[src/logic/lca_regs.svh]
// Register indices, field positions, reset values and timing counts of the line alarm block
`ifndef LCA_REGS_SVH
`define LCA_REGS_SVH

`define LCA_NUM_CH 16
`define LCA_CH_W 4
`define LCA_ADDR_W 12

`define LCA_IDX_ERR_MASK 6'h1D
`define LCA_IDX_STATE_A 6'h1E
`define LCA_IDX_STATE_B 6'h1F
`define LCA_IDX_FLAGS_A 6'h20
`define LCA_IDX_CTRL 6'h3C
`define LCA_IDX_EDGE_SEL 6'h3D
`define LCA_IDX_FLAGS_MASK 6'h3E
`define LCA_IDX_ERR_FLAGS 6'h3F

`define LCA_MASK_RST 8'hFF
`define LCA_ERR_MASK_RST 8'h3F
`define LCA_EDGE_RST 8'h00
`define LCA_CTRL_RST 8'h00
`define LCA_STATE_RST 8'h00
`define LCA_FLAGS_RST 8'h00

`define LCA_ERR_BITS 8'h3F
`define LCA_EDGE_BITS 8'h1E
`define LCA_CTRL_BITS 8'h03

`define LCA_ES_OC 4
`define LCA_ES_CLK 3
`define LCA_ES_TX 2
`define LCA_ES_LOS 1
`define LCA_CTRL_AUTOLB 0
`define LCA_CTRL_E1 1
`define LCA_EM_CNTOV 0
`define LCA_EM_PATERR 1

`define LCA_RESP_OKAY 2'h0
`define LCA_RESP_SLVERR 2'h2

`define LCA_CLK_MHZ 200
`define LCA_IB_SHORT_MS 40
`define LCA_IB_E1_MS 30
`define LCA_IB_LONG_DECI_S 51
`define LCA_IB_SHORT_CYC (`LCA_IB_SHORT_MS * 1000 * `LCA_CLK_MHZ)
`define LCA_IB_E1_CYC (`LCA_IB_E1_MS * 1000 * `LCA_CLK_MHZ)
`define LCA_IB_LONG_CYC (`LCA_IB_LONG_DECI_S * 100000 * `LCA_CLK_MHZ)

`endif

[src/logic/lca_pkg.sv]
// Types shared by the line alarm block
package lca_pkg;

	typedef struct packed {
		logic auto_loopback_state;
		logic driver_overcurrent_state;
		logic tx_clock_loss_state;
		logic tx_signal_loss_state;
		logic sys_signal_loss_state;
		logic line_signal_loss_state;
		logic sys_alarm_indication_state;
		logic line_alarm_indication_state;
		logic pattern_sync_state;
		logic inband_activate_seen;
		logic inband_deactivate_seen;
		logic amplitude_overflow_event;
		logic tx_jitter_fifo_event;
		logic rx_jitter_fifo_event;
		logic [5:0] error_event;
	} lca_det_t;

endpackage

[src/logic/lca_alarm_top.sv]
// Per-channel alarm status, sticky event flags, masks and AXI4-Lite access for all line channels
//
// Overview of operation
// RULE1: Register set repeated per channel, 0x40 stride.
// RULE2: Mask 0 enables, 1 blocks; reset 1.
// RULE3: Error mask bit 0 gates counter overflow.
// RULE4: Error mask bit 1 gates pattern error.
// RULE5: State A bit 7 shows auto loopback.
// RULE6: State A bit 4 shows driver overcurrent.
// RULE7: State A bit 3 shows transmit clock missing.
// RULE8: State A bit 2 shows transmit signal loss.
// RULE9: State A bits 1,0 show system/line loss.
// RULE10: State B bits 7,6 show system/line AIS.
// RULE11: State B bit 5 shows pattern sync.
// RULE12: State B bit 1 after long activate code.
// RULE13: State B bit 0 after long deactivate code.
// RULE14: State registers read-only, live, reset zero.
// RULE15: Flags sticky, reach interrupt, write one clears.
// RULE16: Overcurrent flag on rise, or both edges.
// RULE17: Clock loss flag on rise, or both edges.
// RULE18: Transmit loss flag on rise, or both edges.
// RULE19: Both loss flags share one edge select.
// RULE20: Flag bit 7 latches amplitude overflow.
// RULE21: Flag bits 6,5 latch jitter FIFO faults.
// RULE22: Edge selects reset to rising edge only.
// RULE23: Interrupt when any unmasked flag is set.
// RULE24: Reserved bits ignore writes, read zero.
//
// Register access over AXI4-Lite was chosen for this implementation.
`timescale 1ns/100ps
`include "lca_regs.svh"

module lca_alarm_top #(
	parameter int unsigned IB_SHORT_CYC = `LCA_IB_SHORT_CYC,
	parameter int unsigned IB_E1_CYC = `LCA_IB_E1_CYC,
	parameter int unsigned IB_LONG_CYC = `LCA_IB_LONG_CYC
) (
	input wire logic mclk,
	input wire logic rst,
	input wire logic [`LCA_ADDR_W-1:0] s_axi_awaddr,
	input wire logic s_axi_awvalid,
	output logic s_axi_awready,
	input wire logic [31:0] s_axi_wdata,
	input wire logic [3:0] s_axi_wstrb,
	input wire logic s_axi_wvalid,
	output logic s_axi_wready,
	output logic [1:0] s_axi_bresp,
	output logic s_axi_bvalid,
	input wire logic s_axi_bready,
	input wire logic [`LCA_ADDR_W-1:0] s_axi_araddr,
	input wire logic s_axi_arvalid,
	output logic s_axi_arready,
	output logic [31:0] s_axi_rdata,
	output logic [1:0] s_axi_rresp,
	output logic s_axi_rvalid,
	input wire logic s_axi_rready,
	input wire lca_pkg::lca_det_t [`LCA_NUM_CH-1:0] det,
	output logic irq
);

	// Write channel capture
	logic aw_held;
	logic w_held;
	logic [`LCA_ADDR_W-1:0] aw_addr;
	logic [7:0] w_data;
	logic w_lane0;
	logic wr_go;
	logic [`LCA_CH_W-1:0] wr_ch;
	logic [5:0] wr_idx;
	logic wr_mapped;
	logic [`LCA_CH_W-1:0] rd_ch;
	logic [5:0] rd_idx;
	logic [7:0] rd_byte;
	logic rd_mapped;

	// Per-channel register images, each element written by its own channel only
	logic [7:0] err_mask [`LCA_NUM_CH];
	logic [7:0] edge_sel [`LCA_NUM_CH];
	logic [7:0] ctrl [`LCA_NUM_CH];
	logic [7:0] flag_mask [`LCA_NUM_CH];
	logic [7:0] state_a [`LCA_NUM_CH];
	logic [7:0] state_b [`LCA_NUM_CH];
	logic [7:0] flags_a [`LCA_NUM_CH];
	logic [7:0] err_flags [`LCA_NUM_CH];
	logic [`LCA_NUM_CH-1:0] ch_irq;

	// Stalls while a response waits, so one write is in flight
	assign wr_go = aw_held && w_held && !s_axi_bvalid;
	assign wr_ch = aw_addr[11:8]; // [RULE1]
	assign wr_idx = aw_addr[7:2];
	assign rd_ch = s_axi_araddr[11:8]; // [RULE1]
	assign rd_idx = s_axi_araddr[7:2];

	always_comb begin
		case (wr_idx)
			`LCA_IDX_ERR_MASK, `LCA_IDX_STATE_A, `LCA_IDX_STATE_B, `LCA_IDX_FLAGS_A,
			`LCA_IDX_CTRL, `LCA_IDX_EDGE_SEL, `LCA_IDX_FLAGS_MASK, `LCA_IDX_ERR_FLAGS: begin
				wr_mapped = 1'b1;
			end
			default: begin
				wr_mapped = 1'b0;
			end
		endcase
	end

	// Unused bits read as zero since every image keeps them at zero
	always_comb begin
		rd_mapped = 1'b1;
		case (rd_idx)
			`LCA_IDX_ERR_MASK: begin
				rd_byte = err_mask[rd_ch];
			end
			`LCA_IDX_STATE_A: begin
				rd_byte = state_a[rd_ch];
			end
			`LCA_IDX_STATE_B: begin
				rd_byte = state_b[rd_ch];
			end
			`LCA_IDX_FLAGS_A: begin
				rd_byte = flags_a[rd_ch];
			end
			`LCA_IDX_CTRL: begin
				rd_byte = ctrl[rd_ch];
			end
			`LCA_IDX_EDGE_SEL: begin
				rd_byte = edge_sel[rd_ch];
			end
			`LCA_IDX_FLAGS_MASK: begin
				rd_byte = flag_mask[rd_ch];
			end
			`LCA_IDX_ERR_FLAGS: begin
				rd_byte = err_flags[rd_ch];
			end
			default: begin
				rd_byte = 8'h00;
				rd_mapped = 1'b0;
			end
		endcase
	end

	// Address and data are taken in either order; the write happens once both are held
	always_ff @(posedge mclk) begin
		if (rst) begin
			s_axi_awready <= 1'b1;
			aw_held <= 1'b0;
			aw_addr <= 12'h000;
		end else if (s_axi_awvalid && s_axi_awready) begin
			s_axi_awready <= 1'b0;
			aw_held <= 1'b1;
			aw_addr <= s_axi_awaddr;
		end else if (wr_go) begin
			aw_held <= 1'b0;
		end else if (s_axi_bvalid && s_axi_bready) begin
			s_axi_awready <= 1'b1;
		end
	end

	always_ff @(posedge mclk) begin
		if (rst) begin
			s_axi_wready <= 1'b1;
			w_held <= 1'b0;
			w_data <= 8'h00;
			w_lane0 <= 1'b0;
		end else if (s_axi_wvalid && s_axi_wready) begin
			s_axi_wready <= 1'b0;
			w_held <= 1'b1;
			w_data <= s_axi_wdata[7:0];
			w_lane0 <= s_axi_wstrb[0];
		end else if (wr_go) begin
			w_held <= 1'b0;
		end else if (s_axi_bvalid && s_axi_bready) begin
			s_axi_wready <= 1'b1;
		end
	end

	always_ff @(posedge mclk) begin
		if (rst) begin
			s_axi_bvalid <= 1'b0;
			s_axi_bresp <= `LCA_RESP_OKAY;
		end else if (wr_go) begin
			s_axi_bvalid <= 1'b1;
			s_axi_bresp <= wr_mapped ? `LCA_RESP_OKAY : `LCA_RESP_SLVERR;
		end else if (s_axi_bready) begin
			s_axi_bvalid <= 1'b0;
		end
	end

	// Reads have no side effects, so data is sampled straight off the address
	always_ff @(posedge mclk) begin
		if (rst) begin
			s_axi_arready <= 1'b1;
			s_axi_rvalid <= 1'b0;
			s_axi_rdata <= 32'h00000000;
			s_axi_rresp <= `LCA_RESP_OKAY;
		end else if (s_axi_arvalid && s_axi_arready) begin
			s_axi_arready <= 1'b0;
			s_axi_rvalid <= 1'b1;
			s_axi_rdata <= {24'h000000, rd_byte};
			s_axi_rresp <= rd_mapped ? `LCA_RESP_OKAY : `LCA_RESP_SLVERR;
		end else if (s_axi_rvalid && s_axi_rready) begin
			s_axi_rvalid <= 1'b0;
			s_axi_arready <= 1'b1;
		end
	end

	genvar g;
	generate
		for (g = 0; g < `LCA_NUM_CH; g++) begin : gen_ch
			logic wr_here;
			logic wr_err_mask;
			logic wr_flag_mask;
			logic wr_edge_sel;
			logic wr_ctrl;
			logic clr_flags_a;
			logic clr_err_flags;
			logic act_hit;
			logic deact_hit;
			logic flag_hit;
			logic err_hit;
			logic [4:0] prev_a;
			logic [4:0] sel_vec;
			logic [7:0] set_a;
			logic [7:0] set_e;
			logic [7:0] clr;
			logic [31:0] act_cnt;
			logic [31:0] deact_cnt;
			logic [31:0] act_lim;
			logic [31:0] deact_lim;
			logic autolb;

			assign wr_here = wr_go && w_lane0 && (wr_ch == `LCA_CH_W'(g)); // [RULE1]

			// Write strobes per register, decoded once
			assign wr_err_mask = wr_here && (wr_idx == `LCA_IDX_ERR_MASK);
			assign wr_flag_mask = wr_here && (wr_idx == `LCA_IDX_FLAGS_MASK);
			assign wr_edge_sel = wr_here && (wr_idx == `LCA_IDX_EDGE_SEL);
			assign wr_ctrl = wr_here && (wr_idx == `LCA_IDX_CTRL);
			assign clr_flags_a = wr_here && (wr_idx == `LCA_IDX_FLAGS_A); // [RULE15]
			assign clr_err_flags = wr_here && (wr_idx == `LCA_IDX_ERR_FLAGS);
			assign autolb = ctrl[g][`LCA_CTRL_AUTOLB];
			assign act_lim = autolb ? 32'(IB_LONG_CYC) : 32'(IB_SHORT_CYC); // [RULE12]
			assign deact_lim = autolb ? 32'(IB_LONG_CYC) :
				(ctrl[g][`LCA_CTRL_E1] ? 32'(IB_E1_CYC) : 32'(IB_SHORT_CYC)); // [RULE13]

			always_ff @(posedge mclk) begin
				if (rst) begin
					err_mask[g] <= `LCA_ERR_MASK_RST; // [RULE2]
				end else if (wr_err_mask) begin
					err_mask[g] <= w_data & `LCA_ERR_BITS; // [RULE4] [RULE24]
				end
			end

			always_ff @(posedge mclk) begin
				if (rst) begin
					flag_mask[g] <= `LCA_MASK_RST; // [RULE2]
				end else if (wr_flag_mask) begin
					flag_mask[g] <= w_data;
				end
			end

			always_ff @(posedge mclk) begin
				if (rst) begin
					edge_sel[g] <= `LCA_EDGE_RST; // [RULE22]
				end else if (wr_edge_sel) begin
					edge_sel[g] <= w_data & `LCA_EDGE_BITS; // [RULE24]
				end
			end

			always_ff @(posedge mclk) begin
				if (rst) begin
					ctrl[g] <= `LCA_CTRL_RST;
				end else if (wr_ctrl) begin
					ctrl[g] <= w_data & `LCA_CTRL_BITS; // [RULE24]
				end
			end

			// Code must persist beyond the limit; the count saturates just past it
			always_ff @(posedge mclk) begin
				if (rst) begin
					act_cnt <= 32'h00000000;
				end else if (!det[g].inband_activate_seen) begin
					act_cnt <= 32'h00000000;
				end else if (act_cnt <= act_lim) begin
					act_cnt <= act_cnt + 32'h00000001; // [RULE12]
				end
			end

			always_ff @(posedge mclk) begin
				if (rst) begin
					deact_cnt <= 32'h00000000;
				end else if (!det[g].inband_deactivate_seen) begin
					deact_cnt <= 32'h00000000;
				end else if (deact_cnt <= deact_lim) begin
					deact_cnt <= deact_cnt + 32'h00000001; // [RULE13]
				end
			end

			assign act_hit = act_cnt > act_lim; // [RULE12]
			assign deact_hit = deact_cnt > deact_lim; // [RULE13]

			always_ff @(posedge mclk) begin
				if (rst) begin
					state_a[g] <= `LCA_STATE_RST; // [RULE14]
				end else begin
					state_a[g] <= {det[g].auto_loopback_state, 2'h0, // [RULE5]
						det[g].driver_overcurrent_state, // [RULE6]
						det[g].tx_clock_loss_state, // [RULE7]
						det[g].tx_signal_loss_state, // [RULE8]
						det[g].sys_signal_loss_state, det[g].line_signal_loss_state}; // [RULE9]
				end
			end

			always_ff @(posedge mclk) begin
				if (rst) begin
					state_b[g] <= `LCA_STATE_RST; // [RULE14]
				end else begin
					state_b[g] <= {det[g].sys_alarm_indication_state, det[g].line_alarm_indication_state, // [RULE10]
						det[g].pattern_sync_state, 3'h0, // [RULE11]
						act_hit, deact_hit}; // [RULE12] [RULE13]
				end
			end

			always_ff @(posedge mclk) begin
				if (rst) begin
					prev_a <= 5'h00;
				end else begin
					prev_a <= state_a[g][4:0];
				end
			end

			// One select bit serves both loss flags
			assign sel_vec = {edge_sel[g][`LCA_ES_OC], // [RULE16]
				edge_sel[g][`LCA_ES_CLK], // [RULE17]
				edge_sel[g][`LCA_ES_TX], // [RULE18]
				edge_sel[g][`LCA_ES_LOS], edge_sel[g][`LCA_ES_LOS]}; // [RULE19]
			assign set_a[4:0] = (state_a[g][4:0] & ~prev_a) | ((state_a[g][4:0] ^ prev_a) & sel_vec); // [RULE22]
			assign set_a[7] = det[g].amplitude_overflow_event; // [RULE20]
			assign set_a[6] = det[g].tx_jitter_fifo_event; // [RULE21]
			assign set_a[5] = det[g].rx_jitter_fifo_event; // [RULE21]
			assign set_e = {2'h0, det[g].error_event};
			assign clr = w_data;

			// A new event in the clearing cycle wins over the clear
			always_ff @(posedge mclk) begin
				if (rst) begin
					flags_a[g] <= `LCA_FLAGS_RST; // [RULE15]
				end else if (clr_flags_a) begin
					flags_a[g] <= (flags_a[g] & ~clr) | set_a; // [RULE15]
				end else begin
					flags_a[g] <= flags_a[g] | set_a; // [RULE15]
				end
			end

			always_ff @(posedge mclk) begin
				if (rst) begin
					err_flags[g] <= `LCA_FLAGS_RST;
				end else if (clr_err_flags) begin
					err_flags[g] <= (err_flags[g] & ~clr & `LCA_ERR_BITS) | set_e; // [RULE15] [RULE24]
				end else begin
					err_flags[g] <= err_flags[g] | set_e;
				end
			end

			assign flag_hit = |(flags_a[g] & ~flag_mask[g]); // [RULE2] [RULE15]
			// Reserved error bits can never raise the line
			assign err_hit = |(err_flags[g] & ~err_mask[g] & `LCA_ERR_BITS); // [RULE3] [RULE4]
			assign ch_irq[g] = flag_hit | err_hit; // [RULE23]
		end
	endgenerate

	always_ff @(posedge mclk) begin
		if (rst) begin
			irq <= 1'b0;
		end else begin
			irq <= |ch_irq; // [RULE23]
		end
	end

endmodule // lca_alarm_top

[config.mk]
export PLATFORM = sky130hd
export DESIGN_NAME = lca_alarm_top
export DESIGN_NICKNAME = d
export VERILOG_FILES = /design/src/logic/lca_pkg.sv /design/src/logic/lca_alarm_top.sv
export VERILOG_INCLUDE_DIRS = /design/src /design/src/logic
export SDC_FILE = /design/constraint.sdc
export NUM_CORES = 2
export LEC_CHECK = 0
export BUFFER_PORTS_ARGS = -buffer_cell sky130_fd_sc_hd__buf_2
export CAP_MARGIN = 20
export CORE_ASPECT_RATIO = 0.9
export CORE_UTILIZATION = 40
export DETAILED_ROUTE_END_ITERATION = 7
export SETUP_SLACK_MARGIN = 0.5
export SYNTH_ARGS = -nofsm -noshare
export SYNTH_HDL_FRONTEND = slang
export SYNTH_SLANG_ARGS = --single-unit
export TNS_END_PERCENT = 1
[constraint.sdc]
create_clock -name mclk -period 7.6 [get_ports mclk]
set_input_delay 1.14 -clock mclk [delete_from_list [all_inputs] [get_ports mclk]]
set_output_delay 1.14 -clock mclk [all_outputs]
set_load 0.01 [all_outputs]
==> impl_metrics.tcl <==
set metrics [dict create \
    ys_seq_area_share_pct 41.39 \
    grt_pass1_vias 85484 \
    synth_top_area_share_pct 25.56 \
    cts_tree "yes" \
    status "completed" \
    finish.instance_area_sq_um 116600 \
    root_buffer "clkbuf_16" \
    synth-seq-cells 1861 \
    cp_max_fo 23 \
    fin_util_pct 45.57 \
    criticalPathCategory "register to register" \
    slew_violations 0 \
    worstSetupEndpointType "register" \
    vias 90648 \
    die-area_sq_um 259900 \
    design_power_total_mw 22.70 \
    io_buffers 371 \
    ant_nets 0 \
    num-nets-final 12866 \
    maxSlewHeadroom_pct 18.12 \
    grt_use_total_pct 25.28 \
    async_flop_share_pct 0 \
    synth.area.top_cells "dfxtp_1, edfxtp_1, ha_1, a21oi_1, mux4_2" \
    maxCapViolCount 0 \
    via_per_inst 5.872 \
    syn_avg_cell_area_sq_um 8.972 \
    synth.distinct_cells 94 \
    combPwrFrac_pct 6.0 \
    setup_tns_ps 0 \
    grt_max_degree 117 \
    synth_edf_count 544 \
    dp_hpwl_um 246300 \
    p_int_mw 17.17 \
    initial_utilization_pct 40.32 \
    drt_wl_total_um 338300 \
    postSynthCellCount 11498 \
    syn_area_sq_um 103200 \
    grt_pass1_wl_um 514200 \
    hold_path_class "input port to register" \
    drive_above_1_share_pct 11.12 \
    first_iter_violations 8997 \
    placed_area_sq_um 109000 \
    timing.fmax_mhz 215.5 \
    setup_viol 0 \
    crit_required_ps 8420 \
    synth_common_cells "dfxtp_1, nand2_1, nor2_1" \
    ios 429 \
    cp.arrival_ps 5460 \
    cts_buffer_depth 4 \
    cts_buffers 214 \
    wire_per_inst_um 21.92 \
    clkPwrFrac_pct 47.2 \
    tightest_slew_ps 1226 \
    fp.dieW_um 537.3 \
    power_leakage_nw 42.64 \
    finalHoldViolCount 0 \
    ys.flop_type "dfxtp_1" \
    synth.most_common_cell "dfxtp_1" \
    grt_antenna_before_repair 33 \
    coreArea_sq_um 255900 \
    areaGrowthSynthToFinish_pct 13.03 \
    first_pass_iters 6 \
    power.density_nw_per_um2 194.6 \
    rsz0062_at_grt "false" \
    dieHeight_um 483.8 \
    fin_crit_ps 4640 \
    fin_worst_skew_ps 86.97 \
    post_cts_buffers 0 \
    clk_latency_ps 930 \
    synth.largest_area_cell "dfxtp_1" \
    drc 0 \
    yosysWarnings 0 \
    max-vdd-ir-drop_uv 194.9 \
    grt.overflow.total 0 \
    h-tree-depth 4 \
    cp-start-kind "register" \
    hold_ws_ps 423.4 \
    numClockSinks 1861 \
    gp_congestion 1.005 \
    p_sw_share_pct 24.33 \
    clk_pin_slew_worst_paths_ps 60 \
    cts_hold_buf 0 \
    power.switching_mw 5.522 \
    power_frac_seq_pct 46.9 \
    cts.repair.resized 0 \
    std_cell_rows 176 \
    post-route-period-util_pct 61.06 \
]
area by class of cell:
class	instances	area [sq um]
multi-input combinational	8556	56510
antenna	19	47.55
tap	3382	4232
clock buffer	285	6070
timing repair buffer	514	3231
clock inverter	96	1099
sequential	1861	42700
inverter	724	2719
fill	24573	139300
final timing paths:
check	slack [ps]	cells after the start	endpoint	start
setup / recovery	2960	9	gen_ch[14].deact_cnt[28]	ctrl[14][0]
hold / removal	420	2	state_a[8][2]	det[176]
setup reg to reg	2960	9	gen_ch[14].deact_cnt[28]	ctrl[14][0]
hold reg to reg	460	1	gen_ch[10].prev_a[4]	state_a[10][4]
worst max-delay path: stages, from the launching register on:
cell and delay, ps:
edfxtp_1 670, inv_1 470, ha_1 450, nand4_1 130, or4_1 510, or4_1 600
o311ai_0 250, nand2_1 640, or4_1 670, a21oi_1 160
power groups by stage:
stage | Clock, mW | Sequential, mW | Combinational [mW]
final | 10.7 | 10.6 | 1.35
after CTS | 10.9 | 10.6 | 1.32
after detailed placement | 0 | 10.8 | 1.31
after global routing | 11.3 | 10.6 | 1.47
after floorplan | 0 | 10.7 | 0.827
after global placement | 0 | 10.8 | 1.29
routing by layer:
| metal | share of wire [%] | global-route usage [%] |
|---|---|---|
| met5 | 0.027 | 0 |
| met4 | 4.6 | 10.56 |
| met3 | 8.5 | 5.407 |
| met2 | 44 | 39.39 |
| met1 | 43 | 33.76 |
state kept, by name, indices dropped and copies added, names as in the netlist, 64 cells and up:
| signal | flops |
|---|---|
| gen_ch.prev_a | 80 |
| err_mask | 96 |
| flags_a | 128 |
| gen_ch.deact_cnt | 512 |
| err_flags | 96 |
| flag_mask | 128 |
| edge_sel | 64 |
| gen_ch.act_cnt | 512 |
| state_b | 80 |
| state_a | 96 |
layout by cell type, fill, tap and decap left out, types with 366 or more instances in the layout:
| cell | netlist | final |
|---|---|---|
| nor2_1 | 961 | 953 |
| nand2_1 | 1043 | 1043 |
| edfxtp_1 | 544 | 544 |
| inv_1 | 723 | 723 |
| nand3_1 | 366 | 366 |
| dfxtp_1 | 1317 | 1317 |
| o21ai_0 | 369 | 369 |
| buf_2 | 19 | 370 |
| ha_1 | 608 | 608 |
| a21oi_1 | 892 | 884 |
metrics by stage:
stage	instances	worst slack, ps
finish	15437	2960
global route	15427	2583
CTS	15392	2816
detailed placement	15011	2841
global placement	15008	2858
floorplan	11746	3671
kinds of logic after synthesis:
logic type | Yosys count | synth area share [%]
multiplexers | 307 | 5.369
adder cells (fa/ha/maj) | 611 | 7.403
XOR/XNOR | 228 | 1.936
buffers and inverters | 1329 | 4.953
AND/OR/NAND/NOR | 4789 | 24.34
flip-flops | 1861 | 41.39
other | 2 | 0.007280
AO/OA/AOI/OAI | 2371 | 14.60
No activity file was read; power rests on OpenSTA's default activity.
